--- config.mk ---
export PLATFORM = sky130hd
export DESIGN_NAME = iprs_top
export DESIGN_NICKNAME = d
export VERILOG_FILES = /design/src/pkg/iprs_pkg.sv /design/src/rtl/iprs_route.sv /design/src/rtl/iprs_sync.sv /design/src/rtl/iprs_top.sv
export VERILOG_INCLUDE_DIRS = /design/src /design/src/pkg
export SDC_FILE = /design/constraint.sdc
export NUM_CORES = 1
export LEC_CHECK = 0
export BUFFER_PORTS_ARGS = -buffer_cell sky130_fd_sc_hd__buf_2
export CAP_MARGIN = 20
export CORE_MARGIN = 4
export CORE_UTILIZATION = 25
export CTS_CLUSTER_SIZE = 20
export DETAILED_ROUTE_END_ITERATION = 6
export SYNTH_ARGS = -nofsm -noshare
export SYNTH_HDL_FRONTEND = slang
export SYNTH_SLANG_ARGS = --single-unit
--- constraint.sdc ---
create_clock -name clk_sys -period 13.8 [get_ports clk_sys]
set_input_delay 1.38 -clock clk_sys [delete_from_list [all_inputs] [get_ports clk_sys]]
set_output_delay 1.38 -clock clk_sys [all_outputs]
set_load 0.05 [all_outputs]
--- src/pkg/iprs_regs.svh ---
// Register offsets, field positions, reset values and timing for the input pin remap selectors
`ifndef IPRS_REGS_SVH
`define IPRS_REGS_SVH
`define IPRS_OFF_CAP34 8'h00
`define IPRS_OFF_CAP56 8'h04
`define IPRS_OFF_CAP78 8'h08
`define IPRS_OFF_FAULT 8'h0C
`define IPRS_OFF_CAP9 8'h10
`define IPRS_OFF_SER3 8'h14
`define IPRS_OFF_SER1 8'h18
`define IPRS_OFF_SER2 8'h1C
`define IPRS_OFF_LOCK 8'h20
`define IPRS_LO_POS 0
`define IPRS_HI_POS 8
`define IPRS_LOCK_POS 6
`define IPRS_FIELD_RST 6'h3F
`define IPRS_LOCK_RST 1'h0
`define IPRS_SYNC_STAGES 2
`endif

--- src/pkg/iprs_pkg.sv ---
// Types shared by the input pin remap selector block
package iprs_pkg;
  typedef logic [5:0] iprs_field_t;
  typedef struct packed {
    iprs_field_t hi;
    iprs_field_t lo;
  } iprs_pair_s;
  typedef struct packed {
    logic sel;
    logic write;
    logic [7:0] addr;
  } iprs_req_s;
  typedef enum logic [1:0] {
    IPRS_IDLE = 2'b00,
    IPRS_WDATA = 2'b01
  } iprs_phase_e;
endpackage

--- src/rtl/iprs_route.sv ---
// One peripheral input selected from the synchronised pin vector
`timescale 1ns/1ps
`default_nettype none
module iprs_route import iprs_pkg::*; #(
  parameter int PINS = 48
) (
  input wire logic clk_sys, // System clock
  input wire logic rst, // Async reset, high
  input wire logic [PINS-1:0] pins, // Synchronised pins
  input wire iprs_field_t sel, // Pin number
  output logic dout // Peripheral input
);
  // Out of range pin numbers leave the input idle low
  always_ff @(posedge clk_sys or posedge rst) begin
    if (rst) begin
      dout <= 1'b0;
    end else if (int'(sel) < PINS) begin
      dout <= pins[sel];
    end else begin
      dout <= 1'b0;
    end
  end
endmodule // iprs_route
`default_nettype wire

--- src/rtl/iprs_sync.sv ---
// Two-stage synchroniser for the remappable pin levels
`timescale 1ns/1ps
`default_nettype none
module iprs_sync #(
  parameter int WIDTH = 8
) (
  input wire logic clk_sys, // System clock
  input wire logic rst, // Async reset, high
  input wire logic [WIDTH-1:0] din, // Raw pin levels
  output logic [WIDTH-1:0] dout // Synchronised levels
);
  logic [WIDTH-1:0] meta_q;
  always_ff @(posedge clk_sys or posedge rst) begin
    if (rst) begin
      meta_q <= '0;
      dout <= '0;
    end else begin
      meta_q <= din;
      dout <= meta_q;
    end
  end
endmodule // iprs_sync
`default_nettype wire

--- src/rtl/iprs_top.sv ---
// Input pin remap selectors with AHB-Lite register access
//
// Contract
// - Capture channels 3 and 4 follow the pins chosen by bits 5-0 and 13-8 of the first capture selector.
// - Capture channels 5 and 6 follow the pins chosen by bits 5-0 and 13-8 of the second capture selector.
// - Capture channels 7 and 8 follow the pins chosen by bits 5-0 and 13-8 of the third capture selector.
// - Capture channel 9 follows bits 13-8 of its selector and the low byte reads zero.
// - Fault inputs A and B follow bits 5-0 and 13-8 of the fault selector.
// - The third serial receive follows bits 13-8 of its selector; its low byte is absent.
// - The first serial receive and clear-to-send follow bits 5-0 and 13-8.
// - The second serial receive and clear-to-send follow bits 5-0 and 13-8.
// - Every unimplemented selector bit reads zero.
// - Every implemented selector bit is read/write and resets to one.
// - Selector writes take effect only while the lock bit is clear.
`timescale 1ns/1ps
`default_nettype none
`include "iprs_regs.svh"
module iprs_top import iprs_pkg::*; #(
  parameter int PINS = 48
) (
  input wire logic clk_sys, // System clock
  input wire logic rst, // Async reset, high
  input wire logic hsel, // Slave select
  input wire logic [31:0] haddr, // Byte address
  input wire logic [1:0] htrans, // Transfer type
  input wire logic hwrite, // Write access
  input wire logic [2:0] hsize, // Transfer size
  input wire logic [31:0] hwdata, // Write data
  input wire logic hready, // Bus ready
  output logic [31:0] hrdata, // Read data
  output logic hreadyout, // Slave ready
  output logic hresp, // Response
  input wire logic [PINS-1:0] pinIn, // Remappable pin levels
  output logic [8:2] captureIn, // Capture channels 3..9
  output logic faultAIn, // Compare fault A
  output logic faultBIn, // Compare fault B
  output logic serial1RxIn, // Serial 1 receive
  output logic serial1CtsIn, // Serial 1 clear to send
  output logic serial2RxIn, // Serial 2 receive
  output logic serial2CtsIn, // Serial 2 clear to send
  output logic serial3RxIn, // Serial 3 receive
  output logic remapLock // Lock bit state
);
  ////////////////////////////////////////////////////////////////
  iprs_pair_s cap34_q, cap56_q, cap78_q, fault_q, ser1_q, ser2_q;
  iprs_field_t cap9_q, ser3_q;
  logic lock_q;
  iprs_req_s req_q;
  iprs_phase_e phase_q;
  logic [PINS-1:0] pinSync;
  logic wrEn;
  logic [31:0] rdMux;
  logic rdWait;
  logic busAccept;

  assign remapLock = lock_q;
  assign busAccept = hready && hsel && htrans[1];

  // Writes need no wait; a read waits one cycle so hrdata leaves a flop
  assign rdWait = req_q.sel && !req_q.write && !hreadyout;

  always_ff @(posedge clk_sys or posedge rst) begin
    if (rst) begin
      hreadyout <= 1'b1;
    end else if (rdWait) begin
      hreadyout <= 1'b1;
    end else if (busAccept && !hwrite) begin
      hreadyout <= 1'b0;
    end
  end

  // No error response exists in this block
  always_ff @(posedge clk_sys or posedge rst) begin
    if (rst) begin
      hresp <= 1'b0;
    end else begin
      hresp <= 1'b0;
    end
  end

  // Zero wait states on writes: address captured, data used next cycle
  always_ff @(posedge clk_sys or posedge rst) begin
    if (rst) begin
      req_q <= '0;
      phase_q <= IPRS_IDLE;
    end else if (hready) begin
      req_q.sel <= hsel && htrans[1];
      req_q.write <= hwrite;
      req_q.addr <= haddr[7:0];
      phase_q <= (hsel && htrans[1] && hwrite) ? IPRS_WDATA : IPRS_IDLE;
    end
  end

  assign wrEn = req_q.sel && req_q.write && (phase_q == IPRS_WDATA);

  ////////////////////////////////////////////////////////////////
  // Lock writable at any time so software can release it
  always_ff @(posedge clk_sys or posedge rst) begin
    if (rst) begin
      lock_q <= `IPRS_LOCK_RST;
    end else if (wrEn && req_q.addr == `IPRS_OFF_LOCK) begin
      lock_q <= hwdata[`IPRS_LOCK_POS];
    end
  end

  // Writes while locked are silently dropped
  always_ff @(posedge clk_sys or posedge rst) begin
    if (rst) begin
      cap34_q <= {`IPRS_FIELD_RST, `IPRS_FIELD_RST};
      cap56_q <= {`IPRS_FIELD_RST, `IPRS_FIELD_RST};
      cap78_q <= {`IPRS_FIELD_RST, `IPRS_FIELD_RST};
      fault_q <= {`IPRS_FIELD_RST, `IPRS_FIELD_RST};
      ser1_q <= {`IPRS_FIELD_RST, `IPRS_FIELD_RST};
      ser2_q <= {`IPRS_FIELD_RST, `IPRS_FIELD_RST};
      cap9_q <= `IPRS_FIELD_RST;
      ser3_q <= `IPRS_FIELD_RST;
    end else if (wrEn && !lock_q) begin
      unique case (req_q.addr)
        `IPRS_OFF_CAP34: cap34_q <= {hwdata[`IPRS_HI_POS+:6], hwdata[`IPRS_LO_POS+:6]};
        `IPRS_OFF_CAP56: cap56_q <= {hwdata[`IPRS_HI_POS+:6], hwdata[`IPRS_LO_POS+:6]};
        `IPRS_OFF_CAP78: cap78_q <= {hwdata[`IPRS_HI_POS+:6], hwdata[`IPRS_LO_POS+:6]};
        `IPRS_OFF_FAULT: fault_q <= {hwdata[`IPRS_HI_POS+:6], hwdata[`IPRS_LO_POS+:6]};
        `IPRS_OFF_CAP9: cap9_q <= hwdata[`IPRS_HI_POS+:6];
        `IPRS_OFF_SER3: ser3_q <= hwdata[`IPRS_HI_POS+:6];
        `IPRS_OFF_SER1: ser1_q <= {hwdata[`IPRS_HI_POS+:6], hwdata[`IPRS_LO_POS+:6]};
        `IPRS_OFF_SER2: ser2_q <= {hwdata[`IPRS_HI_POS+:6], hwdata[`IPRS_LO_POS+:6]};
        default: ;
      endcase
    end
  end

  ////////////////////////////////////////////////////////////////
  always_comb begin
    rdMux = 32'h0000_0000;
    unique case (req_q.addr)
      `IPRS_OFF_CAP34: rdMux = {18'h0, cap34_q.hi, 2'h0, cap34_q.lo};
      `IPRS_OFF_CAP56: rdMux = {18'h0, cap56_q.hi, 2'h0, cap56_q.lo};
      `IPRS_OFF_CAP78: rdMux = {18'h0, cap78_q.hi, 2'h0, cap78_q.lo};
      `IPRS_OFF_FAULT: rdMux = {18'h0, fault_q.hi, 2'h0, fault_q.lo};
      `IPRS_OFF_CAP9: rdMux = {18'h0, cap9_q, 8'h00};
      `IPRS_OFF_SER3: rdMux = {18'h0, ser3_q, 8'h00};
      `IPRS_OFF_SER1: rdMux = {18'h0, ser1_q.hi, 2'h0, ser1_q.lo};
      `IPRS_OFF_SER2: rdMux = {18'h0, ser2_q.hi, 2'h0, ser2_q.lo};
      `IPRS_OFF_LOCK: rdMux = {25'h0, lock_q, 6'h00};
      default: rdMux = 32'h0000_0000;
    endcase
  end

  // Read data loaded in the wait cycle, held for the one ready cycle
  always_ff @(posedge clk_sys or posedge rst) begin
    if (rst) begin
      hrdata <= 32'h0000_0000;
    end else if (rdWait) begin
      hrdata <= rdMux;
    end else if (hready) begin
      hrdata <= 32'h0000_0000;
    end
  end

  ////////////////////////////////////////////////////////////////
  iprs_sync #(.WIDTH(PINS)) uSync (
    .clk_sys(clk_sys),
    .rst(rst),
    .din(pinIn),
    .dout(pinSync)
  );

  iprs_field_t selVec [0:13];
  logic [13:0] routed;
  assign selVec[0] = cap34_q.lo;
  assign selVec[1] = cap34_q.hi;
  assign selVec[2] = cap56_q.lo;
  assign selVec[3] = cap56_q.hi;
  assign selVec[4] = cap78_q.lo;
  assign selVec[5] = cap78_q.hi;
  assign selVec[6] = cap9_q;
  assign selVec[7] = fault_q.lo;
  assign selVec[8] = fault_q.hi;
  assign selVec[9] = ser1_q.lo;
  assign selVec[10] = ser1_q.hi;
  assign selVec[11] = ser2_q.lo;
  assign selVec[12] = ser2_q.hi;
  assign selVec[13] = ser3_q;

  for (genvar g = 0; g < 14; g++) begin : gRoute
    iprs_route #(.PINS(PINS)) uRoute (
      .clk_sys(clk_sys),
      .rst(rst),
      .pins(pinSync),
      .sel(selVec[g]),
      .dout(routed[g])
    );
  end

  assign captureIn = routed[6:0];
  assign faultAIn = routed[7];
  assign faultBIn = routed[8];
  assign serial1RxIn = routed[9];
  assign serial1CtsIn = routed[10];
  assign serial2RxIn = routed[11];
  assign serial2CtsIn = routed[12];
  assign serial3RxIn = routed[13];
endmodule // iprs_top
`default_nettype wire

==> metrics.txt <==
Via Count 9643; top_reg_cell synth dfrtp_1; Cells after DPL 1703; Slew headroom 0.363; register-to-register setup slack 10.73 ns; synth warn 0; CTS tree yes; endpoint type of the worst setup path flip-flop; Die Y 244 µm; pin count of the biggest net entering global routing 89; first-pass GRT wire length 66.6 mm; post-route clock period utilization 0.222; CTS sink count 220; # Post-CTS Setup Buffers 0; GRT Total Usage 0.147; Min-Delay Startpoint uSync.meta_q[32]$_DFF_PP0_; clock skew 0.0124 ns; post-layout power 1.79 mW; Initial Util 0.252; DRC 0; r2r startpoint req_q[5]$_DFFE_PP0P_; Max Freq 0.326 GHz; Avg Inst Size Synth 14.0 µm²; total gr overflow 0; worst-margin pin slew 0.952 ns; Clk pin slew, worst setup/hold paths 0.06 ns; DR iter-0 viols 1253; Synth top cells by count mux4_2 (166), dfrtp_1 (135), mux2_2 (102); dpl hpwl 29.6 mm; Synth cell types 51; CP Max Fanout 14; Worst setup SP type flip-flop; Netlist Area Pre-Place 13900 µm²; worst skew pair latency 0.53 ns; I/O Buffers 103; unrepaired setup endpoints after global routing no; max-slew violation count 0; met3 Use GR 0.0321; CP peak stage delay 0.88 ns; count leader, synth mux4_2; Post-synth ARST share 1.00; hold buffer count at CTS 0; critical path's slowest cell nor4b_4; ratio of cells with drive above 1 in the final layout 0.525; routed length per placed instance 25.7 µm; initial antenna violation count 1; sequential-to-total area share from yosys stat 0.404; FF-to-FF End selVec[25]$_DFFE_PP1P_; post-route antenna net violation count 0; Hold Crit Class reg2reg; worst slack, placed 10.77 ns; P&R area growth vs syn 12.3%; PwrDens 115 nW/µm²; vias in the first global route 9579; global-route track usage on met1 0.217; setup ws final 10.73 ns; PostCTS Resize Cnt 0; multi-input logic area 7470 µm²; GRT met2 Usage 0.223; CTS root buf clkbuf_16; status completed; Worst EP arrival 3.52 ns; GPL Wtd Cong 0.884; CP Class reg2reg; clock buffer count from CTS 25; area occupied by registers 5610 µm²; Syn Inst Count 992; Leak 5.92 nW; # diodes 0; row count 86; setup_tns 0 ns; final wirelength 44.9 mm; #FFs+latches synth 220; Layout Nets 1105; critical path data required time 14.25 ns; Setup-failing EPs final 0; Fin. Hold Viols 0; core area 55100 µm²; hold slack 0.344 ns; hold path endpoint uSync.dout[32]$_DFF_PP0_; H-Tree Depth 1; largest area contributor in the netlist mux4_2; Die ar. 59500 µm²; crit-path cells nor4b_4 -> and2_1 -> nand2_1 -> mux2_2; largest cells by area after synthesis mux4_2 (27%), dfrtp_1 (24%), dfstp_2 (16%), mux2_2 (8.3%), mux2i_1 (2.6%); Post-Layout Cell Count 1749; die width 244 µm; EDFF count, synth 0; Pre-antenna DRT Iters 5; Fillers 5595; gr busiest metal met2; IO Count 171; peak supply drop 0.0000783 V; Maximum Capacitance Violations 0; number of vias per cell 5.51; min cycle time layout 3.07 ns; R2R depth 4; CTS max path bufs 3; post-synth top area share 0.269; hold depth 0
## metrics by stage
step | utilization | area [µm²]
after floorplan | - | 14000
after CTS | 0.283 | 15600
after global placement | 0.266 | 14700
after detailed placement | 0.266 | 14700
after global routing | 0.283 | 15600
final | 0.283 | 15600
## state kept, by name (all words and copies together) (netlist names)
| name | cells |
|---|---|
| cap56_q | 12 |
| gRoute.uRoute.dout | 14 |
| remapLock | 1 |
| uSync.meta_q | 48 |
| fault_q | 12 |
| hreadyout | 1 |
| cap9_q | 6 |
| uSync.dout | 48 |
| selVec | 24 |
| cap78_q | 12 |
| ser3_q | 6 |
| req_q | 10 |
| phase_q | 1 |
| cap34_q | 12 |
| hrdata | 13 |
## placed cells by master, fill, tap and decap left out, drive strengths merged, types with 11 or more instances in the layout
master / instances
a2111oi: 12
a21o: 13
a221oi: 12
a31oi: 18
a32oi: 11
buf: 110
clkbuf: 36
conb: 20
dfrtp: 135
dfstp: 85
inv: 18
mux2: 112
mux2i: 36
mux4: 166
nand2: 11
nand2b: 13
nand3: 20
nand3b: 26
nor2b: 14
nor3: 13
nor3b: 12
nor4b: 15
o2111a: 12
o21ai: 19
## kinds of logic after synthesis
logic type | count (synthesis) | share of synthesized area
AO/OA/AOI/OAI | 129 | 0.0731
buffers and inverters | 182 | 0.0642
flip-flops | 220 | 0.404
multiplexers | 314 | 0.388
other | 1 | 0.000270
AND/OR/NAND/NOR | 146 | 0.0708
## critical path: cells and delay by family (launching register included)
| family | cells | cell delay (ns) |
|---|---|---|
| flops | 1 | 0.46 |
| mux | 1 | 0.45 |
| simple gates | 3 | 2.07 |
## area by class of cell
class                   count  area share
clock buffers              36      0.0498
multi-input cells         609       0.478
inverters                  17     0.00457
well taps                 748      0.0599
repair buffers            110      0.0377
clock inverters             9      0.0103
flip-flops and latches    220       0.359
## power by group
group          total (mW)  leakage, nW  internal (mW)  switching, mW
logic               0.250         2.95          0.137          0.112
registers           0.805         2.51          0.695          0.110
clock network       0.734        0.464          0.467          0.268
## layer usage
layer | wire, µm | vias to the layer above
li1 | - | 3861
met1 | 19200 | 5081
met2 | 20100 | 626
met3 | 4560 | 75
met4 | 1060 | 0
met5 | 0 | -
## how the worst max path moves through the flow
stage                          from                               to  slack (ns)  depth (start not counted)
2_1_floorplan                   rst  gRoute[0].uRoute.dout$_DFF_PP0_        6.54                          1
3_3_place_gp   req_q[5]$_DFFE_PP0P_           selVec[24]$_DFFE_PP1P_       10.84                          4
3_5_place_dp   req_q[5]$_DFFE_PP0P_           selVec[25]$_DFFE_PP1P_       10.77                          4
4_1_cts        req_q[5]$_DFFE_PP0P_           selVec[25]$_DFFE_PP1P_       10.77                          4
5_1_grt        req_q[5]$_DFFE_PP0P_           selVec[25]$_DFFE_PP1P_       10.56                          4
6_report       req_q[5]$_DFFE_PP0P_           selVec[25]$_DFFE_PP1P_       10.73                          4
(Power assumes the default switching activity.)
